### src/design/trig_map.vh
// constants for the acquisition trigger logic
// Notes on behaviour
// four selectable trigger sources
// button forces trigger once acquisition armed
// digital and analog comparator drive path directly
// digital condition fires trigger when ready
// conditions while not ready are discarded
// no indication of discarded conditions
// analog input compared to programmable level
// rising analog needs prior dip below band
// per-channel validity evaluated each scan first
// combiner selectable OR or AND
// instantaneous channel follows condition each scan
// latched channel holds valid until acquisition re-armed
// OR triggers at first valid scan
// level init valid whenever threshold met
// edge init needs invalid state first
// eight channel types from three bits
// slope selects above or below threshold
// samples from one 16-bit sixteen-channel converter
// aggregate throughput at most 200 kS/s
// single-ended low terminal is channel n+8
// four input ranges per channel
// latched validity cleared only on re-arm
// non-latched edge channel drops below band
// thresholds held as signed 16-bit codes
// trigger is one-cycle pulse, then not ready
`ifndef TRIG_MAP_VH
`define TRIG_MAP_VH
// register indices (word address = index)
`define REG_CTRL 4'h0
`define REG_STATUS 4'h1
`define REG_CH_TYPE 4'h2
`define REG_CH_MASK 4'h3
`define REG_CH_SEL 4'h4
`define REG_CH_THR 4'h5
`define REG_CH_HYS 4'h6
`define REG_CH_RANGE 4'h7
`define REG_ARM 4'h8
`define REG_EXT_ANALOG_TRIG_IN 4'h9
// control fields
`define CTRL_SRC_LSB 0
`define CTRL_CFG_OK 2
`define CTRL_AND 3
`define CTRL_DPOL 4
// sources
`define SRC_DIG 2'h0
`define SRC_ANA 2'h1
`define SRC_MULTI 2'h2
`define SRC_PAT 2'h3
// channel type bits: slope, duration, initialization
`define TYPE_BELOW 0
`define TYPE_LATCH 1
`define TYPE_EDGE 2
// 200 kS/s at 125 MHz: minimum cycles between conversions
`define SAMPLE_RATE_SPS 200000
`define CLOCK_HZ 125000000
`define CONV_CYCLES (`CLOCK_HZ / `SAMPLE_RATE_SPS)
`define RANGE_RESET 2'h0
`endif

### src/design/acquisition_trigger_logic.v
// acquisition trigger logic: source select, comparators, multichannel combiner
`timescale 1ns/1ps
`include "trig_map.vh"
module acquisition_trigger_logic #(
  parameter NCH = 16,
  parameter PAT_W = 16
) (
  input wire clock,
  input wire rst_n,
  input wire [3:0] addr,
  input wire [31:0] wdata,
  input wire wr,
  input wire rd,
  output reg [31:0] rdata,
  input wire ext_digital_trig_in,
  input wire ana_cmp_above,
  input wire ana_cmp_below_band,
  input wire manual_trigger_button,
  input wire [PAT_W-1:0] pattern_in,
  input wire [PAT_W-1:0] pattern_value,
  input wire [PAT_W-1:0] pattern_mask,
  input wire sample_valid,
  input wire [3:0] sample_chan,
  input wire [15:0] sample_data,
  input wire scan_end,
  input wire acq_done,
  output reg trigger_pulse,
  output wire ready,
  output reg armed_out,
  output reg [NCH-1:0] chan_valid_out,
  output reg sample_overrun
);
  // one-hot trigger states
  localparam S_IDLE = 3'b001;
  localparam S_ARMED = 3'b010;
  localparam S_BUSY = 3'b100;
  // spacing limit, cut to the counter width on purpose; 625 needs ten bits
  localparam integer CONV_INT = `CONV_CYCLES;
  localparam [9:0] CONV_MIN = CONV_INT[9:0];

  // trigger sequencing, configuration and per-channel memories
  reg [2:0] state_ff;
  reg [2:0] nxt_state;
  reg [7:0] ctrl_ff; // source, cfg ok, and/or, digital polarity
  reg [NCH-1:0] type_below_ff; // slope per channel
  reg [NCH-1:0] type_latch_ff; // duration per channel
  reg [NCH-1:0] type_edge_ff; // initialization per channel
  reg [NCH-1:0] mask_ff; // channels taking part
  reg [3:0] sel_ff; // channel being configured
  reg signed [15:0] thr_mem [0:NCH-1]; // thresholds
  reg signed [15:0] hys_mem [0:NCH-1]; // far side of hysteresis band
  reg [1:0] range_mem [0:NCH-1]; // input range code, four settings
  reg [NCH-1:0] valid_ff; // per-channel validity
  reg [NCH-1:0] primed_ff; // edge channel saw invalid state
  reg [NCH-1:0] scan_valid_ff; // validity gathered within current scan
  reg dig_prev_ff; // previous digital trigger level
  reg ana_primed_ff; // analog input has been below band
  reg btn_prev_ff;
  reg pat_prev_ff;
  reg [9:0] conv_cnt_ff; // spacing between conversions
  reg multi_hit_ff; // combined result latched at scan end
  integer i;

  // control register fields
  wire [1:0] src = ctrl_ff[`CTRL_SRC_LSB +: 2];
  wire cfg_ok = ctrl_ff[`CTRL_CFG_OK];
  wire and_mode = ctrl_ff[`CTRL_AND];
  wire dig_pol = ctrl_ff[`CTRL_DPOL];

  // ready only when configured and armed, never while finishing
  assign ready = state_ff[1] & cfg_ok;

  // per-channel condition on one sample, with level and band compare
  // a sample exactly on the threshold counts as reaching it
  function cond_met;
    input signed [15:0] smp;
    input signed [15:0] thr;
    input below;
    begin
      if (below) begin
        cond_met = (smp <= thr);
      end else begin
        cond_met = (smp >= thr);
      end
    end
  endfunction

  // strictly beyond the hysteresis bound; a sample on the bound is still inside
  function past_band;
    input signed [15:0] smp;
    input signed [15:0] hys;
    input below;
    begin
      if (below) begin
        past_band = (smp > hys);
      end else begin
        past_band = (smp < hys);
      end
    end
  endfunction

  // digital edge on the trigger pin; polarity picks rising or falling
  wire dig_event = (ext_digital_trig_in != dig_prev_ff) &&
                   (ext_digital_trig_in == ~dig_pol);
  // comparator fires only after the input was below the band
  wire ana_event = ana_cmp_above & ana_primed_ff;
  // button press edge
  wire btn_event = manual_trigger_button & ~btn_prev_ff;
  // pattern match edge
  wire pat_match = ((pattern_in ^ pattern_value) & pattern_mask) == {PAT_W{1'b0}};
  wire pat_event = pat_match & ~pat_prev_ff;

  // chosen source; digital and comparator go straight in, no sample path
  reg src_event;
  always @* begin
    src_event = 1'b0;
    case (src)
      `SRC_DIG: src_event = dig_event;
      `SRC_ANA: src_event = ana_event;
      `SRC_MULTI: src_event = multi_hit_ff;
      `SRC_PAT: src_event = pat_event;
      default: src_event = 1'b0;
    endcase
  end

  // the trigger is taken only when ready, else dropped with no trace
  wire fire = ready & (src_event | btn_event);

  // state sequencing
  always @* begin
    nxt_state = state_ff;
    case (state_ff)
      S_IDLE: begin
        if (wr && addr == `REG_ARM && wdata[0]) begin
          nxt_state = S_ARMED;
        end
      end
      S_ARMED: begin
        if (fire) begin
          nxt_state = S_BUSY; // not ready until re-armed
        end
      end
      S_BUSY: begin
        if (acq_done) begin
          nxt_state = S_IDLE;
        end
      end
      default: nxt_state = S_IDLE;
    endcase
  end

  // state, pulse and edge history
  always @(posedge clock or negedge rst_n) begin
    if (!rst_n) begin
      state_ff <= S_IDLE;
      trigger_pulse <= 1'b0;
      armed_out <= 1'b0;
      dig_prev_ff <= 1'b0;
      btn_prev_ff <= 1'b0;
      pat_prev_ff <= 1'b0;
      ana_primed_ff <= 1'b0;
    end else begin
      state_ff <= nxt_state;
      trigger_pulse <= fire; // single-cycle pulse
      armed_out <= nxt_state[1];
      // edge history; a pin resting high at reset gives one false rising edge
      dig_prev_ff <= ext_digital_trig_in;
      btn_prev_ff <= manual_trigger_button;
      pat_prev_ff <= pat_match;
      // band memory: set below band, spent at the next rise above level, whether or not the trigger fires
      if (ana_cmp_below_band) begin
        ana_primed_ff <= 1'b1;
      end else if (ana_event) begin
        ana_primed_ff <= 1'b0;
      end
    end
  end

  // register writes
  // unmapped indices are ignored; the arm index is taken by the state logic
  always @(posedge clock or negedge rst_n) begin
    if (!rst_n) begin
      ctrl_ff <= 8'h00;
      type_below_ff <= {NCH{1'b0}};
      type_latch_ff <= {NCH{1'b0}};
      type_edge_ff <= {NCH{1'b0}};
      mask_ff <= {NCH{1'b0}};
      sel_ff <= 4'h0;
      for (i = 0; i < NCH; i = i + 1) begin
        thr_mem[i] <= 16'sh0000;
        hys_mem[i] <= 16'sh0000;
        range_mem[i] <= `RANGE_RESET;
      end
    end else if (wr) begin
      if (addr == `REG_CTRL) begin
        ctrl_ff <= wdata[7:0];
      end else if (addr == `REG_CH_TYPE) begin
        // eight types: slope, duration, initialization bits
        type_below_ff[sel_ff] <= wdata[`TYPE_BELOW];
        type_latch_ff[sel_ff] <= wdata[`TYPE_LATCH];
        type_edge_ff[sel_ff] <= wdata[`TYPE_EDGE];
      end else if (addr == `REG_CH_MASK) begin
        mask_ff <= wdata[NCH-1:0];
      end else if (addr == `REG_CH_SEL) begin
        sel_ff <= wdata[3:0];
      end else if (addr == `REG_CH_THR) begin
        thr_mem[sel_ff] <= wdata[15:0];
      end else if (addr == `REG_CH_HYS) begin
        hys_mem[sel_ff] <= wdata[15:0];
      end else if (addr == `REG_CH_RANGE) begin
        range_mem[sel_ff] <= wdata[1:0];
      end
    end
  end

  // multichannel evaluation, one sample at a time within a scan
  // channels 8-15 are the low terminals of pairs 0-7 in single-ended use, so one
  // 4-bit index covers both wirings and each channel keeps its own state
  wire signed [15:0] smp = sample_data;
  wire c_below = type_below_ff[sample_chan];
  wire c_met = cond_met(smp, thr_mem[sample_chan], c_below);
  wire c_band = past_band(smp, hys_mem[sample_chan], c_below);
  wire c_valid = valid_ff[sample_chan];
  // re-arm is the idle-to-armed step; it wipes all multichannel history
  wire rearm = (state_ff[0] && nxt_state[1]);
  // next validity and priming of the channel carried by this sample
  reg n_valid;
  reg n_primed;
  always @* begin
    n_valid = c_valid;
    n_primed = primed_ff[sample_chan];
    if (type_edge_ff[sample_chan]) begin
      // edge: needs invalid state (beyond band) first
      if (c_band) begin
        n_primed = 1'b1;
        if (!type_latch_ff[sample_chan]) begin
          n_valid = 1'b0; // drop out below band
        end
      end else if (c_met && primed_ff[sample_chan]) begin
        n_valid = 1'b1;
        n_primed = 1'b0;
      end
    end else begin
      // level: valid whenever met, even at start
      if (c_met) begin
        n_valid = 1'b1;
      end else if (!type_latch_ff[sample_chan]) begin
        n_valid = 1'b0; // instantaneous follows condition
      end
    end
    if (type_latch_ff[sample_chan] && c_valid) begin
      n_valid = 1'b1; // latched holds
    end
  end

  // combiner input for a scan that just closed
  // an empty mask never satisfies the AND combine
  wire [NCH-1:0] scan_now = scan_valid_ff;
  wire or_hit = |(scan_now & mask_ff);
  wire and_hit = (mask_ff != {NCH{1'b0}}) && ((scan_now & mask_ff) == mask_ff);

  // validity state and scan combine
  always @(posedge clock or negedge rst_n) begin
    if (!rst_n) begin
      valid_ff <= {NCH{1'b0}};
      primed_ff <= {NCH{1'b0}};
      scan_valid_ff <= {NCH{1'b0}};
      multi_hit_ff <= 1'b0;
      chan_valid_out <= {NCH{1'b0}};
    end else if (rearm) begin
      // latched validity cleared only when re-armed
      valid_ff <= {NCH{1'b0}};
      primed_ff <= {NCH{1'b0}};
      scan_valid_ff <= {NCH{1'b0}};
      multi_hit_ff <= 1'b0;
      chan_valid_out <= {NCH{1'b0}};
    end else begin
      // the combined hit is a one-cycle strobe
      multi_hit_ff <= 1'b0;
      if (sample_valid) begin
        valid_ff[sample_chan] <= n_valid;
        primed_ff[sample_chan] <= n_primed;
        scan_valid_ff[sample_chan] <= n_valid;
      end
      if (scan_end) begin
        // AND waits for all, OR takes the first valid scan
        multi_hit_ff <= and_mode ? and_hit : or_hit;
        chan_valid_out <= scan_valid_ff;
      end
    end
  end

  // conversion spacing check: flags samples faster than 200 kS/s
  // the counter resets saturated so the first sample after reset is never an overrun
  always @(posedge clock or negedge rst_n) begin
    if (!rst_n) begin
      conv_cnt_ff <= 10'h3FF;
      sample_overrun <= 1'b0;
    end else begin
      if (sample_valid) begin
        conv_cnt_ff <= 10'h000; // a new conversion restarts the spacing count
      end else if (conv_cnt_ff != 10'h3FF) begin
        conv_cnt_ff <= conv_cnt_ff + 10'h001; // saturate so long gaps never wrap
      end
      // a close sample in the clearing read cycle wins, so no overrun is lost
      if (sample_valid && (conv_cnt_ff < CONV_MIN - 10'h001)) begin
        sample_overrun <= 1'b1;
      end else if (rd && addr == `REG_STATUS) begin
        sample_overrun <= 1'b0; // cleared by reading status
      end
    end
  end

  // read data, one cycle after the strobe; unmapped reads zero
  // status packs state, ready, combined hit and overrun
  always @(posedge clock or negedge rst_n) begin
    if (!rst_n) begin
      rdata <= 32'h00000000;
    end else if (rd) begin
      if (addr == `REG_CTRL) begin
        rdata <= {24'h000000, ctrl_ff};
      end else if (addr == `REG_STATUS) begin
        rdata <= {26'h0000000, sample_overrun, multi_hit_ff, ready, state_ff};
      end else if (addr == `REG_CH_TYPE) begin
        rdata <= {29'h00000000, type_edge_ff[sel_ff], type_latch_ff[sel_ff],
                  type_below_ff[sel_ff]};
      end else if (addr == `REG_CH_MASK) begin
        rdata <= {{(32-NCH){1'b0}}, mask_ff};
      end else if (addr == `REG_CH_SEL) begin
        rdata <= {28'h0000000, sel_ff};
      end else if (addr == `REG_CH_THR) begin
        rdata <= {16'h0000, thr_mem[sel_ff]};
      end else if (addr == `REG_CH_HYS) begin
        rdata <= {16'h0000, hys_mem[sel_ff]};
      end else if (addr == `REG_CH_RANGE) begin
        rdata <= {30'h00000000, range_mem[sel_ff]};
      end else if (addr == `REG_EXT_ANALOG_TRIG_IN) begin
        rdata <= {{(32-NCH){1'b0}}, valid_ff};
      end else begin
        rdata <= 32'h00000000;
      end
    end
  end
endmodule // acquisition_trigger_logic

### config.mk
export PLATFORM = sky130hd
export DESIGN_NAME = acquisition_trigger_logic
export DESIGN_NICKNAME = d
export VERILOG_FILES = /design/src/design/acquisition_trigger_logic.v
export VERILOG_INCLUDE_DIRS = /design/src /design/src/design
export SDC_FILE = /design/constraint.sdc
export NUM_CORES = 1
export LEC_CHECK = 0
export BUFFER_PORTS_ARGS = -buffer_cell sky130_fd_sc_hd__buf_2
export CELL_PAD_IN_SITES_DETAIL_PLACEMENT = 0
export CELL_PAD_IN_SITES_GLOBAL_PLACEMENT = 2
export CORE_ASPECT_RATIO = 1.4
export CORE_UTILIZATION = 45
export DETAILED_ROUTE_END_ITERATION = 10
export HOLD_SLACK_MARGIN = 0.06
export PLACE_DENSITY_LB_ADDON = 0.1
export SLEW_MARGIN = 0
export SYNTH_ARGS = -nofsm -noshare
export SYNTH_HDL_FRONTEND = slang
export SYNTH_SLANG_ARGS = --single-unit
### constraint.sdc
create_clock -name clock -period 4 [get_ports clock]
set_input_delay 0.6 -clock clock [delete_from_list [all_inputs] [get_ports clock]]
set_output_delay 0.6 -clock clock [all_outputs]
set_load 0.05 [all_outputs]
==> results.cfg <==
[routing]
num_vias = 24330
drt_iter0_markers = 1553
viasPerCell = 6.258
routedWlPerCell_um = 30.03
postRouteAntennaNets = 0
drt-total-wl_mm = 116.7
firstDrtPassIters = 11
drc = 23

[sta]
max_slew_margin_pct = 23.49
setup_viol_count_final = 0
worst_slack_ps = 180.7
slew_violations = 0
worstMarginPinSlew_ps = 1148
min_period_ps = 3819
setup_tns_ps = 0
final.setup_skew_ps = 32.48
hold_viol_final = 0
fmax_ghz = 0.2618
rsz0062_at_grt = false
period_share_pct = 95.48

[synthesis]
synthesis.area_sq_um = 38030
synth_edf_count = 0
ys_ff_latch = 704
synth_top_area_share_pct = 45.60
synth_common_cells = 693 x dfrtp_1, 621 x mux2_2, 367 x mux4_2
synthTopCellsByArea = dfrtp_1 46%, mux4_2 22%, mux2_2 18%
yosysWarnings = 0
synthArstFlopShare_pct = 100.0
ys_seq_area_share_pct = 46.36
synth_cell_type_count = 68
avgSynthCellArea_sq_um = 14.52
synthFlopType = dfrtp_1
synthCells = 2619
synth_area_leader_cell = dfrtp_1
synth.most_common_cell = dfrtp_1

[run]
cap_violations = 0

[pwr]
power.total_mw = 19.75
p_int_mw = 13.86
p_sw_mw = 5.882
pwr-share-seq_pct = 43.3
clkPwrFrac_pct = 36.1
swShare_pct = 29.79
ir_drop_uv = 305.3
comb_power_share_pct = 20.5
p_leak_nw = 19.31
powerDensity_nw_per_um2 = 458.3

[final_layout]
drive_gt1_share_pct = 51.25
areaGrowthSynthToFinish_pct = 13.29
fin_nets = 2900
stdcell_count = 3887
n_antenna_cell = 0
final_cell_area_sq_um = 43090

[clocking]
ctsResizeCount = 0
numCtsBuffers = 74
cts_sinks = 704
h-tree-depth = 3
cts_tree = done
clock_path_buffers = 3
clock-root-buffer = clkbuf_16
cts.clk_slew.worst_paths_ps = 60
clk_latency_ps = 660

[place]
pre_cts_ws_ps = -591.0
place_area_sq_um = 40580
globalplace.congestion = 0.8424
port_buffers = 134
dpl.cell_count = 3753
dpl.hpwl_mm = 76.46

[floorplan]
io_pins = 167
start_util_pct = 45.63
die_y_um = 346.0
die_w_um = 247.7
dieArea_sq_um = 85700
core_sq_um = 83360
rows = 125

[worst_setup_path]
startpoint_type = input port
ff2ff_setup_slack_ps = 290
worstPathMaxFanout = 17
worstSetupPathType = in -> reg
end_kind = register
cp.arrival_ps = 4380
required_ps = 4560

[global_route]
grt_pass1_wl_mm = 175.7
antenna_found_initial = 8
grt_pass1_vias = 25830
grt_start_max_net_pins = 137
grt_overflow_total = 0
grt_usage_pct = 28.20

[outcome]
violations = design-rule violations
status = finished with violations

[min_path]
hold_class = in -> reg
critical path: stages:
cell	delay, ps
buf_8	240
buf_12	230
mux4_2	520
mux4_2	480
inv_1	80
ha_1	150
nand4_1	190
or4_4	560
a21o_1	190
and4b_1	200
mux2i_4	280
buf_4	290
a21oi_1	120
a21oi_2	160
sequential cells by signal, indices dropped and copies added, names as in the netlist, 8 cells and up:
signal	flops
type_edge_ff	16
chan_valid_out	16
type_latch_ff	16
ctrl_ff	8
conv_cnt_ff	10
range_mem	32
thr_mem	256
mask_ff	16
type_below_ff	16
rdata	16
valid_ff	16
hys_mem	256
primed_ff	16
path summary, 6_finish.rpt:
path                                                start                           end  depth (start not counted)
worst max-delay path                       sample_chan[0]      valid_ff[13]$_DFFE_PN0P_                         14
worst min-delay path                manual_trigger_button         btn_prev_ff$_DFF_PN0_                          1
worst max register to register     hys_mem[1]$_DFFE_PN0P_       valid_ff[4]$_DFFE_PN0P_                         12
worst min register to register  ana_primed_ff$_DFFE_PN0P_     ana_primed_ff$_DFFE_PN0P_                          1
max in group asynchronous                           rst_n      hys_mem[121]$_DFFE_PN0P_                          4
min in group asynchronous                           rst_n  type_latch_ff[0]$_DFFE_PN0P_                          2
cell families after synthesis:
family / Yosys count / synth area share (%)
AOI/OAI and AO/OA: 240 / 4.109
xor gates and xnor gates: 20 / 0.4803
buffers and inverters: 294 / 3.398
other: 1 / 0.009860
adders and majority gates: 33 / 1.086
and+or+nand+nor: 318 / 3.806
DFF: 704 / 46.36
muxes: 1009 / 40.76
power groups by stage:
stage / logic [mW] / clock network, mW / registers, mW
after floorplan: 2.74 / 0 / 8.52
after global routing: 4.35 / 7.57 / 8.65
after CTS: 4.10 / 7.30 / 8.55
final: 4.06 / 7.13 / 8.56
after global placement: 4.04 / 0 / 8.63
after detailed placement: 4.09 / 0 / 8.67
cell usage in the layout, fill, tap and decap left out, types with 10 or more instances in the layout:
cell type  count
o21ai_0       52
nor3_1        22
nor2b_1       12
nand2_1       98
clkbuf_8      13
nand4_1       13
nand2b_1      13
nor2_1        89
nor2_2        17
buf_12        30
mux4_2       367
clkbuf_1      16
dfrtp_1      689
buf_4        111
xor2_1        18
clkbuf_16     76
a22oi_1       25
conb_1        16
a21oi_1       77
o22ai_1       11
clkinv_2      12
ha_1          31
mux2_2       621
buf_2        130
mux2i_1       17
dfstp_2       11
inv_1         59
nand3_1       23
a21oi_2       10
cell type report:
type / instances / area [sq um]
fill: 7075 / 40270
multi-input combinational: 1636 / 19250
sequential: 704 / 17640
clock buffer: 105 / 2141
timing repair buffer: 275 / 2136
tap: 1079 / 1350
clock inverter: 27 / 339.1
inverter: 61 / 229.0
per-stage QoR:
step	hold WS [ps]	util (%)
global route	84.95	51.69
floorplan	304.4	-
CTS	69.55	51.66
detailed placement	477.1	48.68
finish	94.36	51.69
global placement	460.7	48.68
what timing repair did:
item | CTS | global route
endpoints found under the setup margin | 0 | 16
setup buffers | 0 | 1
endpoints found under the hold margin | 44 | 0
hold buffers | 1 | 0
layer usage:
| layer | GRT usage [%] | share of wire [%] | vias to the layer above |
|---|---|---|---|
| li1 | - | - | 10290 |
| met4 | 11.07 | 3.9 | 6 |
| met2 | 47.14 | 50 | 759 |
| met1 | 36.80 | 40 | 13080 |
| met3 | 4.146 | 5.4 | 199 |
| met5 | 0 | 0.043 | - |
Power figures use the tool's default switching activity.
